$ cat src/core/ets_pkg.sv
// package: constants and types for error and thermal sideband signalling
package ets_pkg;
  localparam int unsigned CLK_HZ           = 50_000_000;
  localparam int unsigned MCHK_PULSE_CYC   = 16;
  localparam int unsigned TOGGLE_WIN_US10  = 15;  // 1.5 ms in units of 100 us
  localparam int unsigned TOGGLE_WIN_CYC   = (CLK_HZ / 10_000) * TOGGLE_WIN_US10;
  localparam int unsigned CNT_W            = 17;
  localparam logic [CNT_W-1:0] CNT_ZERO    = 17'h00000;
  localparam logic [4:0]  PULSE_LAST       = 5'h0F;

  typedef enum logic [1:0] {FF_IDLE, FF_PULSE, FF_HOLD} ets_fault_st_t;

  typedef struct packed {
    logic machineCheckFault;
    logic internalFault;
    logic warmReset;
    logic coldReset;
    logic tempAtMax;
    logic tempTrip;
    logic throttleEnable;
  } ets_events_t;

  typedef struct packed {
    ets_fault_st_t    faultSt;
    logic [4:0]       pulseCnt;
    logic             fatalFault;
    logic             alertDrive;
    logic             alertSeen;
    logic             toggleArmed;
    logic [CNT_W-1:0] winCnt;
    logic             lowestPerfState;
    logic             throttle;
    logic             shutdown;
  } ets_state_t;
endpackage : ets_pkg

$ cat src/core/ets_error_thermal.sv
// module: catastrophic error, overtemperature alert and thermal shutdown logic
`timescale 1ns/1ps
module ets_error_thermal #(
  parameter int unsigned TOGGLE_WIN = ets_pkg::TOGGLE_WIN_CYC
) (
  input  wire logic               core_clk,
  input  wire logic               arst_n,
  input  wire ets_pkg::ets_events_t events,
  input  wire logic               overtempAlertIn,
  output logic                    overtempAlertOut,
  output logic                    overtempAlertOe,
  output logic                    fatalFault_n,
  output logic                    thermalShutdown_n,
  output logic                    execHalt,
  output logic                    thermalThrottleCircuit,
  output logic                    lowestPerfState
);
  ets_pkg::ets_state_t st_q;
  ets_pkg::ets_state_t st_d;
  logic alertLevel;

  // warm or cold reset request seen this cycle
  function automatic logic anyReset(input ets_pkg::ets_events_t ev);
    anyReset = ev.warmReset || ev.coldReset;
  endfunction : anyReset

  assign alertLevel = !overtempAlertIn;

  always_comb begin
    st_d = st_q;
    case (st_q.faultSt)
      ets_pkg::FF_IDLE: begin
        if (events.internalFault) begin
          st_d.faultSt = ets_pkg::FF_HOLD;
        end else if (events.machineCheckFault) begin
          st_d.faultSt  = ets_pkg::FF_PULSE;
          st_d.pulseCnt = 5'h00;
        end
      end
      ets_pkg::FF_PULSE: begin
        st_d.pulseCnt = st_q.pulseCnt + 5'h01;
        if (events.internalFault) begin
          st_d.faultSt = ets_pkg::FF_HOLD;
        end else if (st_q.pulseCnt == ets_pkg::PULSE_LAST) begin
          st_d.faultSt = ets_pkg::FF_IDLE;
        end
      end
      ets_pkg::FF_HOLD: begin
        if (anyReset(events)) begin
          st_d.faultSt = ets_pkg::FF_IDLE;
        end
      end
      default: st_d.faultSt = ets_pkg::FF_IDLE;
    endcase
    st_d.fatalFault = (st_d.faultSt != ets_pkg::FF_IDLE);
    st_d.alertDrive = events.tempAtMax;
    st_d.alertSeen  = alertLevel;
    // toggle lockout: second edge within the window
    if (st_q.winCnt != ets_pkg::CNT_ZERO) begin
      st_d.winCnt = st_q.winCnt - 17'h00001;
    end else begin
      st_d.toggleArmed = 1'b0;
    end
    if (alertLevel != st_q.alertSeen) begin
      if (st_q.toggleArmed && st_q.winCnt != ets_pkg::CNT_ZERO) begin
        st_d.lowestPerfState = 1'b1;
      end
      st_d.toggleArmed = 1'b1;
      st_d.winCnt      = TOGGLE_WIN[ets_pkg::CNT_W-1:0];
    end
    // reset request releases the performance lock
    if (anyReset(events)) begin
      st_d.lowestPerfState = 1'b0;
    end
    st_d.throttle = events.throttleEnable && (events.tempAtMax || alertLevel);
    if (events.tempTrip) begin
      st_d.shutdown = 1'b1;
    end else if (events.coldReset) begin
      st_d.shutdown = 1'b0;
    end
  end

  always_ff @(posedge core_clk or negedge arst_n) begin
    if (!arst_n) begin
      st_q <= '0;
    end else begin
      st_q <= st_d;
    end
  end

  assign fatalFault_n           = !st_q.fatalFault;
  assign overtempAlertOut       = 1'b0;
  assign overtempAlertOe        = st_q.alertDrive;
  assign thermalShutdown_n      = !st_q.shutdown;
  assign execHalt               = st_q.shutdown;
  assign thermalThrottleCircuit = st_q.throttle;
  assign lowestPerfState        = st_q.lowestPerfState;
endmodule : ets_error_thermal

$ cat config.mk
export PLATFORM = sky130hd
export DESIGN_NAME = ets_error_thermal
export DESIGN_NICKNAME = d
export VERILOG_FILES = /design/src/core/ets_pkg.sv /design/src/core/ets_error_thermal.sv
export SDC_FILE = /design/constraint.sdc
export NUM_CORES = 1
export LEC_CHECK = 0
export ABC_AREA = 1
export BUFFER_PORTS_ARGS = -buffer_cell sky130_fd_sc_hd__buf_2
export CAP_MARGIN = 10
export CORE_MARGIN = 2
export CORE_UTILIZATION = 49
export DETAILED_ROUTE_END_ITERATION = 16
export PLACE_DENSITY_LB_ADDON = 0.1
export SYNTH_ARGS = -nofsm -noshare
export SYNTH_HDL_FRONTEND = slang
export SYNTH_SLANG_ARGS = --single-unit
$ cat constraint.sdc
create_clock -name core_clk -period 1.31 [get_ports core_clk]
set_input_delay 0.131 -clock core_clk [delete_from_list [all_inputs] [get_ports core_clk]]
set_output_delay 0.131 -clock core_clk [all_outputs]
set_load 0.03 [all_outputs]
==> results of run 1 <==
-- cells by family after synthesis --
group | synth area share
simple gates | 0.281
other cells | 0.00236
xor+xnor | 0.0276
buf+inv | 0.0859
compound gates | 0.0906
fa+ha+maj | 0.0236
flops | 0.489
-- worst max-delay path by stage --
stage                         from        to  cells past startpoint  slack, ps
after detailed placement  st_q[10]   st_q[4]                      7       -140
final                      st_q[4]  st_q[12]                      8        -90
after global routing      st_q[11]  st_q[18]                      8       -170
after global placement    st_q[10]   st_q[3]                      7        -60
after floorplan            st_q[8]  st_q[12]                      7          2
after CTS                  st_q[4]   st_q[4]                      8        -70
-- layer usage --
metal  global-route usage  up-vias  wire length, um
met2                0.402       23             1880
met3               0.0405        5              101
met5                    0        -                0
met4                0.102        0               54
li1                     -      733                -
met1                0.263      682             1550
-- critical path: stages, from the launching register on --
cell     delay (ps)
dfrtp_1         410
inv_2            90
ha_4            150
nand2_4          80
nor2_8          100
nand3_4         120
buf_12          180
a21oi_2         110
nor2_1           50
-- registers in the layout (all words and copies together) (netlist names) --
register	cells
thermalThrottleCircuit	1
overtempAlertOe	1
lowestPerfState	1
execHalt	1
st_q	27
-- Yosys cell counts --
| cell type | instances |
|---|---|
| o21a_1 | 1 |
| xnor2_1 | 1 |
| nand2_2 | 2 |
| o21ai_0 | 4 |
| nor2_1 | 31 |
| conb_1 | 1 |
| nand3_1 | 14 |
| nand3_2 | 1 |
| ha_1 | 3 |
| o22ai_1 | 3 |
| a21o_1 | 1 |
| nor3_1 | 2 |
| clkinv_1 | 1 |
| or2_2 | 1 |
| nand3b_1 | 1 |
| nor2_2 | 3 |
| o21ai_1 | 5 |
| buf_4 | 1 |
| nand3_4 | 1 |
| buf_2 | 1 |
| a21oi_1 | 10 |
| nor2_4 | 2 |
| dfrtp_1 | 31 |
| buf_6 | 1 |
| nor2_8 | 1 |
| a22oi_1 | 1 |
| nand2_1 | 36 |
| o21bai_1 | 1 |
| inv_1 | 29 |
| xor2_1 | 4 |
-- layout make-up --
type | instances | area, um^2
Fill cell | 239 | 841
Multi-Input combinational cell | 130 | 797
Sequential cell | 31 | 776
Timing Repair Buffer | 59 | 439
Inverter | 30 | 113
Tap cell | 44 | 55.1
Clock buffer | 5 | 37.5
Clock inverter | 3 | 20.0
-- metrics by stage --
step	utilization	TNS (ps)	worst slack, ps	hold WS (ps)	instance area (um^2)
after floorplan	-	0	2.39	-165	1610
after global placement	0.621	-401	-64.8	167	1910
after detailed placement	0.621	-938	-137	173	1910
after CTS	0.689	-357	-69.2	1.78	2120
after global routing	0.727	-1780	-165	68.0	2240
final	0.727	-615	-89.7	48.8	2240
-- power by group through the flow --
stage	registers (mW)	clock network (mW)	logic (mW)
detailed placement	1.14	0	0.541
global placement	1.13	0	0.521
floorplan	1.15	0	0.289
global route	1.15	0.616	0.755
CTS	1.12	0.574	0.577
finish	1.14	0.559	0.668
-- repair_timing --
| item | in CTS | in global routing |
|---|---|---|
| endpoints found under the hold margin | 35 | 1 |
| hold buffers | 6 | 1 |
| resized for setup | 10 | 23 |
| pin swaps | 9 | 10 |
| setup buffers | 6 | 5 |
| setup endpoints to repair | 13 | 23 |
-- cell usage in the layout (no fill, tap or decap), drive strengths merged, types with 2 or more instances in the layout --
master,n
nand2,38
o22ai,3
nand3,16
nor3,2
clkbuf,5
o21ai,9
clkinvlp,2
inv,29
ha,3
xor2,4
a21oi,10
buf,52
clkinv,2
dfrtp,31
nor2,37
dlygate4sd3,7
==> impl_metrics.toml, run 1 <==
[placement]
place.gp.congestion = 0.890
portBuffers = 15
place_inst = 276
dp_hpwl_um = 2380

[sta]
fmax_mhz = 714
period_share = 1.07
maxSlewViolCount = 0
rsz0062_at_grt = "yes"
finClkSkew_ps = 6.43
setup-violations-final = 14
fin_crit_ps = 1400
fin_ws_ps = -89.7
hold_violations = 0

[worst_setup_path]
crit_path_max_fanout = 8
r2r-end = "st_q[12]"
start_kind = "register"
cp.required_ps = 1540
r2r_setup_slack_ps = -90
worstRegToRegCells = 8
worstSetupPathType = "register to register"
r2r_start = "st_q[4]"
cp.arrival_ps = 1630
setup.worst_path.end_class = "register"

[detailed_routing]
avgViaCountPerCell = 4.78
antenna_left = 0
dr_total_vias = 1443
drt-total-wl_um = 3580
drc = 0
drt_iter0_markers = 79
drtPass1Iterations = 4
wl_per_cell_um = 11.9

[power]
ir_drop_mv = 0.725
seqPwrFrac = 0.481
leakage_nw = 1.08
power.internal_mw = 1.59
power_frac_comb = 0.283
p_switching_mw = 0.778
power.density_mw_per_mm2 = 1060
power_mw = 2.36
swShare = 0.329
pwr-share-clk = 0.237

[clocking]
clk_path_buf_depth = 2
h-tree-depth = 2
numCtsBuffers = 5
insertion_delay_ps = 330
clock-root-buffer = "clkbuf_4"
clock_sinks = 31
cts_tree = "yes"
clk_pin_slew_ps = 100

[floorplanning]
io_pins = 17
core_area_mm2 = 0.00308
rows = 20
die_area_mm2 = 0.00371
start_util = 0.516
die_h_um = 60.9
dieWidth_um = 60.9

[hold_path]
holdPathStages = 3
whs_endpoint = "lowestPerfState"
holdCritPathClass = "input port to register"
min_from = "events[4]"

[global_route]
grt_pass1_wl_um = 6120
antenna_found_initial = 0
grt_overflow_total = 0
grt_util_all_layers = 0.226
grt_max_degree = 32
first_global_vias = 1522

[logic_synthesis]
ys_seq_elements = 31
syn-cell-area_mm2 = 0.00159
yosysWarnings = 0
synth_nets = 207
synth.top_cell.area_share = 0.489
yosys-top-cells-area = "dfrtp_1 49%, nand2_1 8.5%, nor2_1 7.3%"
synth_area_leader_cell = "dfrtp_1"
synthCells = 194
avgSynthCellArea_um2 = 8.18
ys_types = 30
yosysSeqAreaShare = 0.489

[outcome]
status = "finished, violations left"
violations = "setup timing"

[finish]
num-nets-final = 270
finalNonFillerCells = 302
diodes = 0
drive_gt1_frac = 0.399
area_growth_pct = 40.9

[job]
maxCapViolCount = 0
Note: power is estimated with default switching activity, not from simulation.
==> run 2: changes to the inputs <==
clock period = 1.81 ns   (was 1.31 ns; I/O delays follow)
==> impl_metrics.toml, run 2 (synthesis results as in run 1) <==
[detailed_routing]
wl_per_cell_um = 11.2
antenna_left = 0
drt-total-wl_um = 2930
avgViaCountPerCell = 4.93
drc = 0
drt_iter0_markers = 60
dr_total_vias = 1288
drtPass1Iterations = 6

[clocking]
clk_path_buf_depth = 2
cts_tree = "yes"
clk_pin_slew_ps = 90
numCtsBuffers = 5
clock-root-buffer = "clkbuf_4"
h-tree-depth = 2
insertion_delay_ps = 330
clock_sinks = 31

[floorplanning]
dieWidth_um = 60.9
die_area_mm2 = 0.00371
die_h_um = 60.9
start_util = 0.516
core_area_mm2 = 0.00308
io_pins = 17
rows = 20

[finish]
drive_gt1_frac = 0.157
fin_area_mm2 = 0.00179
largest_register = "st_q"
utilization = 0.582
area_growth_pct = 12.8
diodes = 0
final_common_cell = "nand2_1"
final_cell_mix = "36 x nand2_1, 31 x nor2_1, 31 x dfrtp_1, 29 x inv_1, 15 x buf_2"
num-nets-final = 229
largest_reg_flops = 27

[worst_setup_path]
worstSetupPathType = "register to register"
r2r-end = "st_q[3]"
setup.worst_path.end_class = "register"
start_kind = "register"
crit_path_max_fanout = 13
r2r_setup_slack_ps = 170
cp.arrival_ps = 1900
worstRegToRegCells = 8
r2r_start = "st_q[3]"
cp.required_ps = 2070

[sta]
fin_crit_ps = 1640
setup-violations-final = 0
max_slew_margin = 0.548
maxSlewViolCount = 0
hold_violations = 0
finClkSkew_ps = 5.00
rsz0062_at_grt = "no"
finalSetupTns_ps = 0
tightestPinTransition_ps = 678
fmax_mhz = 611
period_share = 0.904

[global_route]
first_global_vias = 1233
grt_max_degree = 32
antenna_found_initial = 0
grt_util_all_layers = 0.198
grt_overflow_total = 0
grt_pass1_wl_um = 5260

[power]
ir_drop_mv = 0.544
power_mw = 1.55
leakage_nw = 0.875
power.density_mw_per_mm2 = 866

[placement]
place.gp.congestion = 0.778
portBuffers = 15
dp_hpwl_um = 2280
place_area_mm2 = 0.00170

[hold_path]
holdCritPathClass = "input port to register"
whs_endpoint = "execHalt"
min_from = "events[3]"
holdPathStages = 2

[job]
maxCapViolCount = 0

[outcome]
status = "complete, no violations"
[run 2: metrics by stage]
stage	std cells	hold WS (ps)	setup slack (ps)
6_report	261	26.2	174
5_1_grt	261	21.0	8.37
4_1_cts	261	13.2	167
3_5_place_dp	251	257	186
3_3_place_gp	251	260	255
2_1_floorplan	194	-115	375
[run 2: area by class of cell]
cell class	count	area (um^2)
clock buffer	8	68.8
timing repair buffer	18	103
fill	307	1290
tap	44	55.1
sequential	31	776
multi-input combinational	130	676
inverter	30	113
[run 2: layer usage]
metal  up-vias  GRT usage  share of wire
li1        651          -              -
met4         0     0.0745          0.016
met1       610      0.212           0.42
met5         -          0              0
met3         6     0.0576          0.035
met2        21      0.366           0.53
[run 2: worst max-delay path, stage by stage (launching register included)]
cell     delay, ps
dfrtp_1        400
inv_1           80
ha_1           220
nand2_2        140
nor2_8         160
nand3_4        180
nor2_4         220
nand2_1         80
o21ai_1         80
[run 2: worst max-delay path by stage]
stage | from | end | cells past startpoint
after floorplan | st_q[3] | st_q[14] | 8
after global placement | st_q[3] | st_q[3] | 8
after detailed placement | st_q[3] | st_q[3] | 8
after CTS | st_q[3] | st_q[3] | 8
after global routing | st_q[3] | st_q[3] | 8
final | st_q[3] | st_q[3] | 8
[run 2: timing repair]
action / CTS / global route
gates resized for setup: 0 / 0
buffers inserted: 0 / 0
endpoints found under the hold margin: 32 / 0
setup endpoints to repair: 0 / 0
hold buffers: 2 / 0
[run 2: report_power, final]
group,total (mW),internal (mW),switching [mW]
registers,0.822,0.762,0.0594
logic,0.278,0.0982,0.180
clock network,0.451,0.228,0.223
total,1.55,1.09,0.462
==> run 3: changes to the inputs <==
CORE_MARGIN = 5   (was 2)
GPL_ROUTABILITY_DRIVEN = 0   (was not set)
==> impl_metrics.toml, run 3 (synthesis results as in run 1) <==
[finish]
final_common_cell = "nand2_1"
drive_gt1_frac = 0.161
final_cell_mix = "36 x nand2_1, 31 x nor2_1, 31 x dfrtp_1, 29 x inv_1, 15 x buf_2"
largest_reg_flops = 27
area_growth_pct = 11.7
diodes = 0
largest_register = "st_q"
num-nets-final = 229

[global_route]
met2_usage = 0.280
met3_usage = 0.0556
first_global_vias = 1273
busiest_layer = "met2"
grt_use_met1 = 0.160
grt_max_degree = 32
antenna_found_initial = 0
grt_util_all_layers = 0.156
grt_overflow_total = 0
grt_pass1_wl_um = 5130

[worst_setup_path]
setup.worst_path.end_class = "register"
r2r_start = "st_q[4]"
cp.depth = 8
crit_path_max_fanout = 13
worstSetupPathType = "register to register"
worstRegToRegCells = 8
r2r_setup_slack_ps = 180
cp_cell_sequence = "inv_1 -> ha_1 -> nand2_2 -> nor2_8 -> nand3_4 -> nor2_4 -> nand2_1 -> o21ai_1"
start_kind = "register"
crit_start = "st_q[4]"
crit_path_max_incr_delay_ps = 400
cp.required_ps = 2080
critical_path.top_delay_family = "simple AND/OR/NAND/NOR gates"
cp.arrival_ps = 1900
crit_buf_inv = 1
r2r-end = "st_q[4]"
cpMaxStageDelayCell = "dfrtp_1"
crit_end = "st_q[4]"

[clocking]
clock_sinks = 31
clk_pin_slew_ps = 90
h-tree-depth = 2
cts_resized = 0
numCtsBuffers = 5
clk_path_buf_depth = 2
hold_buffers = 2
post_cts_buffers = 0
clock-root-buffer = "clkbuf_4"
insertion_delay_ps = 330
cts_tree = "yes"

[sta]
fin_crit_ps = 1630
hold_violations = 0
finClkSkew_ps = 5.59
fmax_mhz = 613
tightestPinTransition_ps = 664
finalSetupTns_ps = 0
maxSlewViolCount = 0
rsz0062_at_grt = "no"
max_slew_margin = 0.558
period_share = 0.901
setup-violations-final = 0

[detailed_routing]
drt-total-wl_um = 2910
drc = 0
avgViaCountPerCell = 4.80
wl_per_cell_um = 11.2
antenna_left = 0
dr_total_vias = 1252
drt_iter0_markers = 33
drtPass1Iterations = 4

[placement]
portBuffers = 15
dp_hpwl_um = 2300

[job]
maxCapViolCount = 0

[power]
power.density_mw_per_mm2 = 831
leakage_nw = 0.871
ir_drop_mv = 0.593
power_mw = 1.47

[outcome]
status = "complete, no violations"

[floorplanning]
start_util = 0.516
die_h_um = 66.9
dieWidth_um = 66.9
io_pins = 17
core_area_mm2 = 0.00308
die_area_mm2 = 0.00448
rows = 20

[hold_path]
holdCritPathClass = "input port to register"
==> run 3: per-layer routing <==
| layer | up-vias | routed length [um] |
|---|---|---|
| li1 | 648 | - |
| met1 | 584 | 1230 |
| met2 | 13 | 1520 |
| met3 | 7 | 103 |
| met4 | 0 | 58 |
| met5 | - | 0 |
==> run 3: worst min path at each step <==
stage                     to  slack (ps)       from  depth (start not counted)
finish              execHalt          30  events[3]                          2
global placement    st_q[15]         250     arst_n                          1
CTS                 st_q[29]          10  events[5]                          2
detailed placement  st_q[15]         260     arst_n                          1
global route        execHalt          10  events[3]                          2
floorplan           execHalt        -110     arst_n                          0
==> run 3: through the flow <==
stage | area [um^2] | utilization | hold slack (ps) | setup slack [ps] | std cells
after floorplan | 1590 | - | -115 | 375 | 194
after global placement | 1700 | 0.553 | 252 | 264 | 251
after detailed placement | 1700 | 0.553 | 258 | 193 | 251
after CTS | 1770 | 0.576 | 13.3 | 173 | 261
after global routing | 1770 | 0.576 | 11.9 | 11.3 | 261
final | 1770 | 0.576 | 26.4 | 178 | 261
==> run 3: area by class of cell <==
class	count	area (um^2)
Clock inverter	3	15.0
Tap cell	44	55.1
Sequential cell	31	776
Timing Repair Buffer	18	103
Fill cell	310	1300
Multi-Input combinational cell	130	676
Inverter	30	113
Clock buffer	5	37.5
==> run 3: worst register-to-register path, delay by kind of cell, from the launching register on <==
kind	cells	cell delay, ps
flops	1	400
simple gates	5	800
buf+inv	1	80
compound gates	1	80
fa+ha+maj	1	220
==> run 3: power by group <==
part	switching (mW)	internal [mW]	total (mW)
clock network	0.231	0.144	0.375
logic	0.179	0.0977	0.276
registers	0.0605	0.762	0.823
total	0.470	1.00	1.47
